===== config.mk =====
export PLATFORM = sky130hd
export DESIGN_NAME = csir_core
export DESIGN_NICKNAME = d
export VERILOG_FILES = /design/src/include/csir_pkg.sv /design/src/verilog/csir_sync.sv /design/src/verilog/csir_core.sv
export VERILOG_INCLUDE_DIRS = /design/src /design/src/include
export SDC_FILE = /design/constraint.sdc
export NUM_CORES = 1
export LEC_CHECK = 0
export ABC_CLOCK_PERIOD_IN_PS = 9400
export BUFFER_PORTS_ARGS = -buffer_cell sky130_fd_sc_hd__buf_4
export CORE_UTILIZATION = 53
export DETAILED_ROUTE_END_ITERATION = 12
export PLACE_DENSITY = 0.88
export REMOVE_ABC_BUFFERS = 1
export SYNTH_ARGS = -nofsm -noshare
export SYNTH_HDL_FRONTEND = slang
export SYNTH_HIERARCHICAL = 1
export SYNTH_SLANG_ARGS = --single-unit

===== constraint.sdc =====
create_clock -name ref_clk -period 9.4 [get_ports ref_clk]
set_input_delay 1.88 -clock ref_clk [delete_from_list [all_inputs] [get_ports ref_clk]]
set_output_delay 1.88 -clock ref_clk [all_outputs]
set_load 0.02 [all_outputs]

===== src/include/csir_regs.svh =====
// register offsets, field positions and reset values for the core status block
// assumes byte addressing on a 32-bit apb bus, one register per word
`ifndef CSIR_REGS_SVH
`define CSIR_REGS_SVH
`define CSIR_IDX_STATUS 9'h003
`define CSIR_IDX_INTCTL 9'h00b
`define CSIR_IDX_PFLAGS 9'h00c
`define CSIR_IDX_OPTION 9'h081
`define CSIR_IDX_PENABLE 9'h08c
`define CSIR_IDX_EVENTS 9'h0f0
`define CSIR_RST_STATUS 8'h18
`define CSIR_RST_OPTION 8'hff
`define CSIR_RST_INTCTL 8'h00
`define CSIR_RST_PFLAGS 8'h00
`define CSIR_RST_PENABLE 8'h00
`define CSIR_B_IRP 7
`define CSIR_B_TO 4
`define CSIR_B_PD 3
`define CSIR_B_Z 2
`define CSIR_B_DC 1
`define CSIR_B_C 0
`define CSIR_B_GIE 7
`define CSIR_B_PERIPHERAL_IRQ_GATE 6
`define CSIR_B_T0IF 2
`define CSIR_B_EXT_PIN_IRQ_FLAG 1
`define CSIR_B_PORT_CHANGE_FLAG 0
`define CSIR_B_ADC 6
`define CSIR_B_RX 5
`define CSIR_B_TX 4
`define CSIR_B_SSP 3
`endif


===== src/include/csir_pkg.sv =====
// types shared by the core status block
// assumes the alu drives an op kind each instruction cycle
package csir_pkg;
  typedef enum logic [2:0] {
    csir_op_none,
    csir_op_logic,
    csir_op_add,
    csir_op_sub,
    csir_op_rrf,
    csir_op_rlf
  } csir_op_t;
endpackage


===== src/verilog/csir_sync.sv =====
// two flip-flop synchroniser for a bundle of pin levels
// assumes ref_clk domain and a synchronous reset
`timescale 1ns/1ps
module csir_sync #(
  parameter int W = 1
) (
  input wire logic ref_clk,
  input wire logic srst,
  input wire logic clk_en,
  input wire logic [W-1:0] d,
  output logic [W-1:0] q
);
  logic [W-1:0] meta_q;
  always_ff @(posedge ref_clk) begin
    if (srst) begin
      meta_q <= '0;
      q <= '0;
    end else if (clk_en) begin
      meta_q <= d;
      q <= meta_q;
    end
  end
endmodule


===== src/verilog/csir_core.sv =====
// core status, option and interrupt registers behind an apb slave
// assumes the alu, watchdog and peripherals live outside on ref_clk
// Behaviour
// - alu flag writes lose, timeout/powerdown read-only
// - bit 7 picks indirect bank pair
// - bits 6-5 pick direct 128-byte bank
// - timeout bit set by clear/sleep, cleared expiry
// - powerdown bit set by clear, cleared sleep
// - zero flag follows result zero
// - digit carry from low nibble, borrow inverted
// - carry out of msb, one means no borrow
// - rotates load carry with shifted-out bit
// - option bit 7 disables port pull-ups
// - option bit 6 picks external edge
// - option bit 5 picks timer0 source
// - option bit 4 picks timer pin edge
// - option bit 3 assigns prescaler, else 1:1
// - rate field sets prescale ratio
// - flags set regardless of enables
// - global and peripheral gates qualify interrupts
// - three enable/flag pairs in interrupt control
// - port change flag re-sets while mismatch
// - peripheral enables, bit 7 reads zero
// - rx/tx flags read-only, follow buffers
// - sync serial and converter flags on done
// - capture/compare flag on capture or match
// - timer2 match and timer1 overflow flags
`timescale 1ns/1ps
`include "csir_regs.svh"
module csir_core #(
  parameter bit HAS_ADC = 1'b1
) (
  input wire logic ref_clk,
  input wire logic srst,
  input wire logic clk_en,
  input wire logic psel,
  input wire logic penable,
  input wire logic pwrite,
  input wire logic [11:0] paddr,
  input wire logic [31:0] pwdata,
  output logic [31:0] prdata,
  output logic pready,
  output logic pslverr,
  input wire csir_pkg::csir_op_t alu_op,
  input wire logic [7:0] alu_a,
  input wire logic [7:0] alu_b,
  input wire logic alu_dest_status,
  input wire logic watchdog_clear_instr,
  input wire logic sleep_instr,
  input wire logic watchdog_timeout,
  input wire logic timer0_overflow,
  input wire logic external_irq_pin,
  input wire logic [3:0] second_port_hi,
  input wire logic second_port_read,
  input wire logic serial_rx_full,
  input wire logic serial_tx_empty,
  input wire logic sync_serial_done,
  input wire logic converter_done,
  input wire logic capcomp_event,
  input wire logic timer2_match,
  input wire logic timer1_overflow,
  output logic [7:0] alu_result,
  output logic indirect_bank_bit,
  output logic [1:0] direct_bank_field,
  output logic [8:0] direct_bank_base,
  output logic pullup_disable_n,
  output logic ext_irq_edge_sel,
  output logic timer0_source_sel,
  output logic timer0_edge_sel,
  output logic prescaler_owner_sel,
  output logic [8:0] timer0_prescale_div,
  output logic [7:0] watchdog_prescale_div,
  output logic irq_req
);
  logic [7:0] status_q, status_d, option_q, intctl_q, intctl_d;
  logic [7:0] pflags_q, pflags_d, penable_q;
  logic [3:0] port_last_q;
  logic ext_prev_q;
  logic [4:0] pins_s;
  logic ext_s;
  logic [3:0] port_s;

  csir_sync #(.W(5)) u_sync (
    .ref_clk(ref_clk),
    .srst(srst),
    .clk_en(clk_en),
    .d({external_irq_pin, second_port_hi}),
    .q(pins_s)
  );
  assign ext_s = pins_s[4];
  assign port_s = pins_s[3:0];

  // apb decode, zero wait state
  wire acc = psel && penable;
  wire wr = acc && pwrite;
  wire [9:0] idx = paddr[11:2];
  wire hit_st = idx == {1'b0, `CSIR_IDX_STATUS};
  wire hit_ic = idx == {1'b0, `CSIR_IDX_INTCTL};
  wire hit_pf = idx == {1'b0, `CSIR_IDX_PFLAGS};
  wire hit_op = idx == {1'b0, `CSIR_IDX_OPTION};
  wire hit_pe = idx == {1'b0, `CSIR_IDX_PENABLE};
  wire hit_ev = idx == {1'b0, `CSIR_IDX_EVENTS};
  wire mapped = hit_st | hit_ic | hit_pf | hit_op | hit_pe | hit_ev;
  wire [7:0] wb = pwdata[7:0];
  assign pready = 1'b1;
  assign pslverr = acc && (!mapped || paddr[1:0] != 2'h0);
  wire wr_ok = wr && paddr[1:0] == 2'h0;

  // alu arithmetic
  wire [7:0] b_eff = (alu_op == csir_pkg::csir_op_sub) ? ~alu_b : alu_b;
  wire cin = alu_op == csir_pkg::csir_op_sub;
  wire [4:0] nib = {1'b0, alu_a[3:0]} + {1'b0, b_eff[3:0]} + {4'h0, cin};
  wire [8:0] sum = {1'b0, alu_a} + {1'b0, b_eff} + {8'h00, cin};
  wire is_arith = alu_op == csir_pkg::csir_op_add ||
    alu_op == csir_pkg::csir_op_sub;
  wire is_rot = alu_op == csir_pkg::csir_op_rrf ||
    alu_op == csir_pkg::csir_op_rlf;
  wire upd_z = alu_op == csir_pkg::csir_op_logic || is_arith;
  logic [7:0] res;
  always_comb begin
    case (alu_op)
      csir_pkg::csir_op_add, csir_pkg::csir_op_sub: res = sum[7:0];
      csir_pkg::csir_op_rrf: res = {status_q[`CSIR_B_C], alu_a[7:1]};
      csir_pkg::csir_op_rlf: res = {alu_a[6:0], status_q[`CSIR_B_C]};
      csir_pkg::csir_op_logic: res = alu_b;
      default: res = alu_a;
    endcase
  end
  assign alu_result = res;
  wire rot_c = (alu_op == csir_pkg::csir_op_rrf) ? alu_a[0] : alu_a[7];

  // status next value
  always_comb begin
    status_d = status_q;
    if (alu_dest_status) begin
      status_d[7:5] = res[7:5];
      if (!upd_z) status_d[`CSIR_B_Z] = res[`CSIR_B_Z];
      if (!is_arith) status_d[`CSIR_B_DC] = res[`CSIR_B_DC];
      if (!is_arith && !is_rot) status_d[`CSIR_B_C] = res[`CSIR_B_C];
    end
    if (wr_ok && hit_st) begin
      status_d[7:5] = wb[7:5];
      status_d[2:0] = wb[2:0];
    end
    if (upd_z) status_d[`CSIR_B_Z] = res == 8'h00;
    if (is_arith) begin
      status_d[`CSIR_B_DC] = nib[4];
      status_d[`CSIR_B_C] = sum[8];
    end
    if (is_rot) status_d[`CSIR_B_C] = rot_c;
    if (watchdog_clear_instr || sleep_instr) begin
      status_d[`CSIR_B_TO] = 1'b1;
    end
    if (watchdog_timeout) status_d[`CSIR_B_TO] = 1'b0;
    if (watchdog_clear_instr) status_d[`CSIR_B_PD] = 1'b1;
    if (sleep_instr) status_d[`CSIR_B_PD] = 1'b0;
  end

  // interrupt sources, set wins over clear
  wire ext_rise = ext_s && !ext_prev_q;
  wire ext_fall = !ext_s && ext_prev_q;
  wire ext_evt = ext_irq_edge_sel ? ext_rise : ext_fall;
  wire mismatch = port_s != port_last_q;
  always_comb begin
    intctl_d = intctl_q;
    if (wr_ok && hit_ic) intctl_d = wb;
    if (timer0_overflow) intctl_d[`CSIR_B_T0IF] = 1'b1;
    if (ext_evt) intctl_d[`CSIR_B_EXT_PIN_IRQ_FLAG] = 1'b1;
    if (mismatch) intctl_d[`CSIR_B_PORT_CHANGE_FLAG] = 1'b1;
  end
  always_comb begin
    pflags_d = pflags_q;
    if (wr_ok && hit_pf) begin
      pflags_d[`CSIR_B_ADC] = wb[`CSIR_B_ADC] & HAS_ADC;
      pflags_d[2:0] = wb[2:0];
      pflags_d[`CSIR_B_SSP] = pflags_q[`CSIR_B_SSP] & wb[`CSIR_B_SSP];
    end
    pflags_d[7] = 1'b0;
    pflags_d[`CSIR_B_RX] = serial_rx_full;
    pflags_d[`CSIR_B_TX] = serial_tx_empty;
    if (sync_serial_done) pflags_d[`CSIR_B_SSP] = 1'b1;
    if (converter_done && HAS_ADC) pflags_d[`CSIR_B_ADC] = 1'b1;
    if (capcomp_event) pflags_d[2] = 1'b1;
    if (timer2_match) pflags_d[1] = 1'b1;
    if (timer1_overflow) pflags_d[0] = 1'b1;
  end

  always_ff @(posedge ref_clk) begin
    if (srst) begin
      status_q <= `CSIR_RST_STATUS;
      option_q <= `CSIR_RST_OPTION;
      intctl_q <= `CSIR_RST_INTCTL;
      pflags_q <= `CSIR_RST_PFLAGS;
      penable_q <= `CSIR_RST_PENABLE;
      port_last_q <= 4'h0;
      ext_prev_q <= 1'b0;
    end else if (clk_en) begin
      status_q <= status_d;
      intctl_q <= intctl_d;
      pflags_q <= pflags_d;
      ext_prev_q <= ext_s;
      if (wr_ok && hit_op) option_q <= wb;
      if (wr_ok && hit_pe) begin
        penable_q <= {1'b0, wb[6] & HAS_ADC, wb[5:0]};
      end
      if (second_port_read) port_last_q <= port_s;
    end
  end

  // read mux
  logic [7:0] rd;
  always_comb begin
    rd = 8'h00;
    if (hit_st) rd = status_q;
    if (hit_ic) rd = intctl_q;
    if (hit_pf) rd = pflags_q;
    if (hit_op) rd = option_q;
    if (hit_pe) rd = penable_q;
    if (hit_ev) rd = {3'h0, ext_s, port_s};
  end
  assign prdata = {24'h000000, rd};

  // bank selection and option outputs
  assign indirect_bank_bit = status_q[`CSIR_B_IRP];
  assign direct_bank_field = status_q[6:5];
  assign direct_bank_base = {status_q[6:5], 7'h00};
  assign pullup_disable_n = option_q[7];
  assign ext_irq_edge_sel = option_q[6];
  assign timer0_source_sel = option_q[5];
  assign timer0_edge_sel = option_q[4];
  assign prescaler_owner_sel = option_q[3];
  // divide ratios: timer0 2..256 or 1:1, watchdog 1..128
  assign timer0_prescale_div = option_q[3] ? 9'h001 :
    9'h002 << option_q[2:0];
  assign watchdog_prescale_div = option_q[3] ?
    8'h01 << option_q[2:0] : 8'h01;

  // interrupt request
  wire core_hit = |(intctl_q[5:3] & intctl_q[2:0]);
  wire peri_hit = |(penable_q[6:0] & pflags_q[6:0]);
  assign irq_req = intctl_q[`CSIR_B_GIE] &&
    (core_hit || (intctl_q[`CSIR_B_PERIPHERAL_IRQ_GATE] && peri_hit));

  a_irq_gate: assert property (@(posedge ref_clk) disable iff (srst)
    !intctl_q[7] |-> !irq_req) else $error("irq without global enable");
  a_zero_flag: assert property (@(posedge ref_clk) disable iff (srst)
    clk_en && upd_z && res == 8'h00 |=> status_q[2])
    else $error("zero flag not set");
  a_carry_add: assert property (@(posedge ref_clk) disable iff (srst)
    clk_en && is_arith |=> status_q[0] == $past(sum[8]))
    else $error("carry mismatch");
  a_rot_carry: assert property (@(posedge ref_clk) disable iff (srst)
    clk_en && alu_op == csir_pkg::csir_op_rrf |=>
    status_q[0] == $past(alu_a[0]))
    else $error("rotate carry wrong");
  a_to_clear: assert property (@(posedge ref_clk) disable iff (srst)
    clk_en && watchdog_timeout |=> !status_q[4])
    else $error("timeout bit not cleared");
  a_pd_sleep: assert property (@(posedge ref_clk) disable iff (srst)
    clk_en && sleep_instr |=> !status_q[3])
    else $error("powerdown bit not cleared");
  a_flag_set: assert property (@(posedge ref_clk) disable iff (srst)
    clk_en && timer0_overflow |=> intctl_q[2])
    else $error("timer0 flag lost");
  a_pe_bit7: assert property (@(posedge ref_clk) disable iff (srst)
    !penable_q[7] && !pflags_q[7]) else $error("bit 7 not zero");
  a_t0_ratio: assert property (@(posedge ref_clk) disable iff (srst)
    option_q[3] |-> timer0_prescale_div == 9'h001)
    else $error("timer0 not 1:1");
  c_irq: cover property (@(posedge ref_clk) irq_req);
  c_mismatch: cover property (@(posedge ref_clk) mismatch ##1 second_port_read);
  c_status_wr: cover property (@(posedge ref_clk) wr_ok && hit_st);
endmodule


# Word-level counts from Yosys, hierarchy flattened
# Cells that the tools add are included.
[totals]
reg_bits = 53
latchBits = 0
ram_bits = 0
romBits = 0
in_bits = 87
wordCells = 150
memories = 0
[classes]
addsub = 4
multipliers = 0
div = 0
order_cmp = 0
eq_ne = 12
shifts = 2
n_mux = 37
bitwise_logic = 9
reduce_logical = 64
[op_table]
columns = ["operator", "count"]
rows = [
  ["$mux W8", 8],
  ["$reduce_and A2 Y1", 17],
  ["$pmux W8 S4", 1],
  ["$eq A10 B8 Y1 const B", 3],
  ["$reduce_bool A2 Y1", 12],
  ["$eq A10 B4 Y1 const B", 2],
  ["$mux W1", 20],
  ["$mux W3", 5],
  ["$logic_and A1 B1 Y1", 14],
  ["$eq A10 B2 Y1 const B", 1],
  ["$add A8 B8 Y9", 1],
  ["$add A9 B1 Y9", 1],
  ["$mux W9", 1],
  ["$shl A2 B3 Y9 const A", 1],
  ["$logic_not A8 Y1", 1],
  ["$not A8 Y8", 1],
  ["$reduce_bool A4 Y1", 2],
  ["$shl A1 B3 Y8 const A", 1],
  ["$and A7 B7 Y7", 1],
  ["$reduce_or A7 Y1", 1],
  ["$eq A3 B2 Y1 const B", 2],
  ["$eq A3 B3 Y1 const B", 2],
  ["$logic_or A1 B1 Y1", 6],
  ["$reduce_bool A3 Y1", 2],
  ["14 further kinds", 22],
]

# Longest topological paths before layout
[logic_depth]
depth_word = 10
mapped_depth = 12
depth_no_buf = 10

# By module
# The synthesis kept the hierarchy.
[by_module_without_submodules]
columns = ["mod", "n_inst", "cells_each", "area_each_um2", "seq_area_each_um2"]
rows = [
  ["csir_core", 1, 462, 3573.4, 860.8],
  ["csir_sync", 1, 32, 352.8, 200.2],
]

# Worst setup path after synthesis
# No wires, ideal clock.
[synth_path]
path_kind = "input to output"
startpoint = "input port alu_op[2]"
endpoint = "output port alu_result[5]"
t_arrival_ns = 4.278
t_required_ns = 7.520
slack_ns = 3.242
stages = 9
path_cell_list = "clkbuf_1 -> nand3b_1 -> clkbuf_1 -> xnor2_1 -> ha_1 -> a211oi_1 -> nor2_1 -> o31a_1 -> o31ai_1"
[synth_between]
elab_chain_cells = 5
[synth_rtl]
columns = ["element", "line", "source"]
rows = [
  ["start: declaration", "csir_core.sv:44", "input wire csir_pkg::csir_op_t alu_op,"],
  ["$eq A3 B2 Y1", "csir_core.sv:110, csir_core.sv:111, csir_core.sv:121", ""],
  ["$mux W8", "csir_core.sv:110", "wire [7:0] b_eff = (alu_op == csir_pkg::csir_op_sub) ? ~alu_b : alu_b;"],
  ["$add A8 B8 Y9", "csir_core.sv:113", "wire [8:0] sum = {1'b0, alu_a} + {1'b0, b_eff} + {8'h00, cin};"],
  ["$add A9 B1 Y9", "csir_core.sv:113", ""],
  ["$pmux W8 S4 *", "csir_core.sv:121", "case (alu_op)"],
  ["end: declaration", "csir_core.sv:62", "output logic [7:0] alu_result,"],
]
# Mark *: on every way between the ends. The rest lies on a longest branch, timed or not.

# Worst setup path in the final report
# Ends and elaborated chain as after synthesis.

==> run summary <==
R2r worst-path depth: 6
Hold_buf cts: 0
Port bufs: 107
Die ar.: 7760 µm²
Average size of a mapped cell: 7.95 µm²
Post-synth EDFFs: 0
Fin crit period: 6470 ps
Top post-synthesis cells by area: dfxtp_1 (27%), mux2i_1 (10%), buf_4 (7.1%)
P_leak: 0.00193 µW
Area Growth Syn to Fin: 17.8%
Worst path cell trace: buf_4 -> nand3b_1 -> xnor2_1 -> ha_1 -> a211oi_1 -> nor2_1 -> o31a_1 -> o31ai_1 -> buf_4
Synthesized cell area: 3930 µm²
Largest net degree at the start of global routing: 55
CTS tree: done
Maximum vdd drop: 0.0853 mV
Final worst path period share: 68.9%
Vias per inst: 5.74
Startpoint types: input pin
Worst-Skew Late Latency: 300 ps
Final Setup Violations: 0
Hold path cells: 2
Crit path largest cell delay: 500 ps
Slew Viols, Final: 0
Distinct cells, synth: 65
Slew HR: 35.2%
CP dominant cell by count: buf_4
Grt total ovfl: 0
Final Hold Vio Count: 0
Top-count cell post-synth: nor2_1
Worst-Margin Slew: 963 ps
Post-route ant nets: 0
Max-Cap Viols: 0
CP endpoint kind: output port
CTS buffer count: 5
Crit Path Category: input pin to output port
FP Rows: 31
Initial antenna violation count: 0
Power Density: 110 nW/µm²
Yosys top cell by area: dfxtp_1
Residual DRC count: 0
Die X: 88.1 µm
Hold Path Class: flip-flop to flip-flop
Post-cts sizing count: 0
Ant. Diodes: 0
Area of the core: 7210 µm²
# Post-CTS Setup Buffers: 0
Sum Neg Setup Slack: 0 ps
Status: finished clean
Final wirelength: 10.3 mm
RSZ-0062 raised after global routing: false
Critical path fanouts, max: 18
DRT iter0 DRCs: 241
Share of cells above drive strength 1: 22.7%
Height of the die: 88.1 µm
Cell at the slowest stage of the critical path: nand3b_1
Total GRT Usage: 26.5%
Syn Inst Count: 494
Ys flop type: dfxtp_1
Yosys top cell area share: 27.0%
Starting density of the core: 54.4%
Clock Skew: 5.26 ps
CTS clk-pin slew, worst paths: 90 ps
Root buf cell: clkbuf_8
Crit path arrival time: 4590 ps
WP data required: 7520 ps
Fraction of registers with async set/reset: 0%
F_max: 154 MHz
Drt pass-1 iters: 4
WHS: 469 ps
Detail Placement HPWL: 7.86 mm
Synth top cells by count: nor2_1 (63), dfxtp_1 (53), nand2_1 (47)
Routability Congestion: 0.902
Vias in the first global route: 3,354
Total number of vias: 3,829
CTS H-Tree Depth: 2
DR WL/cell: 15.5 µm
Layout net count: 665
First-pass GRT wire length: 16.1 mm
# IOs: 164
Total clock sinks: 53
Max clock buf depth: 2
Seq/Total Area, Yosys: 27.0%
Synth Register Bits: 53
Ys Warns: 6
kinds of logic (layout without fill, tap and decap cells):
logic type      after synthesis  count (layout)  share of synthesized area (%)
buf+inv                      73             117                           11.2
simple gates                182             182                           22.8
xor+xnor                     15              15                           3.35
flops                        53              53                           27.0
mux                          45              45                           11.6
compound gates              114             114                           20.5
other cells                   2              32                          0.191
fa+ha+maj                    10              10                           3.38
routing by layer:
| layer | wire, µm | up-vias | track usage, % |
|---|---|---|---|
| met2 | 5100 | 201 | 46.5 |
| met1 | 4170 | 1764 | 34.0 |
| met4 | 159 | 0 | 7.77 |
| li1 | - | 1851 | - |
| met5 | 0 | - | 0 |
| met3 | 917 | 13 | 3.58 |
cells in the final DEF (no fill, tap or decap), types with 3 or more instances in the layout:
cell / Yosys / routed
o21ai_0: 14 / 14
buf_4: 37 / 107
nor3_1: 9 / 9
nor2b_1: 10 / 10
mux2i_1: 41 / 41
a21oi_1: 32 / 32
nor4_1: 4 / 4
nand2b_1: 13 / 13
a211oi_1: 4 / 4
ha_1: 9 / 9
dfxtp_1: 53 / 53
clkbuf_8: 0 / 6
xor2_1: 8 / 8
o31ai_1: 4 / 4
mux2_2: 4 / 4
nand3_1: 8 / 8
inv_1: 3 / 3
a222oi_1: 8 / 8
nand3b_1: 3 / 3
nand2_1: 47 / 47
a211o_1: 10 / 10
o41ai_1: 3 / 3
and3_1: 5 / 5
a22oi_1: 8 / 8
o211ai_1: 6 / 6
xnor2_1: 7 / 7
conb_1: 2 / 32
nor2_1: 63 / 63
final timing paths:
path                  start             end  slack (ps)
max               alu_op[2]   alu_result[5]        2930
min          port_last_q[2]  port_last_q[2]         470
max reg2reg     status_q[0]     status_q[2]        7670
min reg2reg  port_last_q[2]  port_last_q[2]         470
critical path, delay by kind of cell:
kind            cells  cell delay, ps
compound gates      3            1040
simple gates        2             600
buf+inv             2             420
fa+ha+maj           1             380
xor+xnor            1             270
state kept, by name, indices dropped and copies added, names as in the netlist:
register and flops:
ext_prev_q 1, intctl_q 8, option_q 8, penable_q 7, pflags_q 7, port_last_q 4, status_q 8, u_sync/meta_q 5
u_sync/q 5
power breakdown:
part / leakage (µW) / total (µW) / internal (µW) / switching (µW)
Combinational: 0.00146 / 145 / 61.7 / 83.8
Sequential: 0.000432 / 238 / 232 / 6.64
Clock: 0.0000443 / 127 / 58.5 / 68.0
Total: 0.00193 / 510 / 352 / 158
cell type report:
type | instances | area (µm²)
Clock buffer | 7 | 86.3
Fill cell | 649 | 2590
Inverter | 3 | 11.3
Multi-Input combinational cell | 398 | 2540
Sequential cell | 53 | 1060
Tap cell | 99 | 124
Timing Repair Buffer | 107 | 803
metrics by stage:
step	utilization, %	power [µW]	instance area (µm²)	setup slack, ps	std cells
after global routing	64.1	537	4620	2660	667
after floorplan	-	325	3610	3460	454
after global placement	62.9	385	4540	3020	660
after CTS	64.1	510	4620	2950	667
final	64.1	510	4620	2930	667
after detailed placement	62.9	388	4540	2970	660
Note: power is estimated with default switching activity, not from simulation.
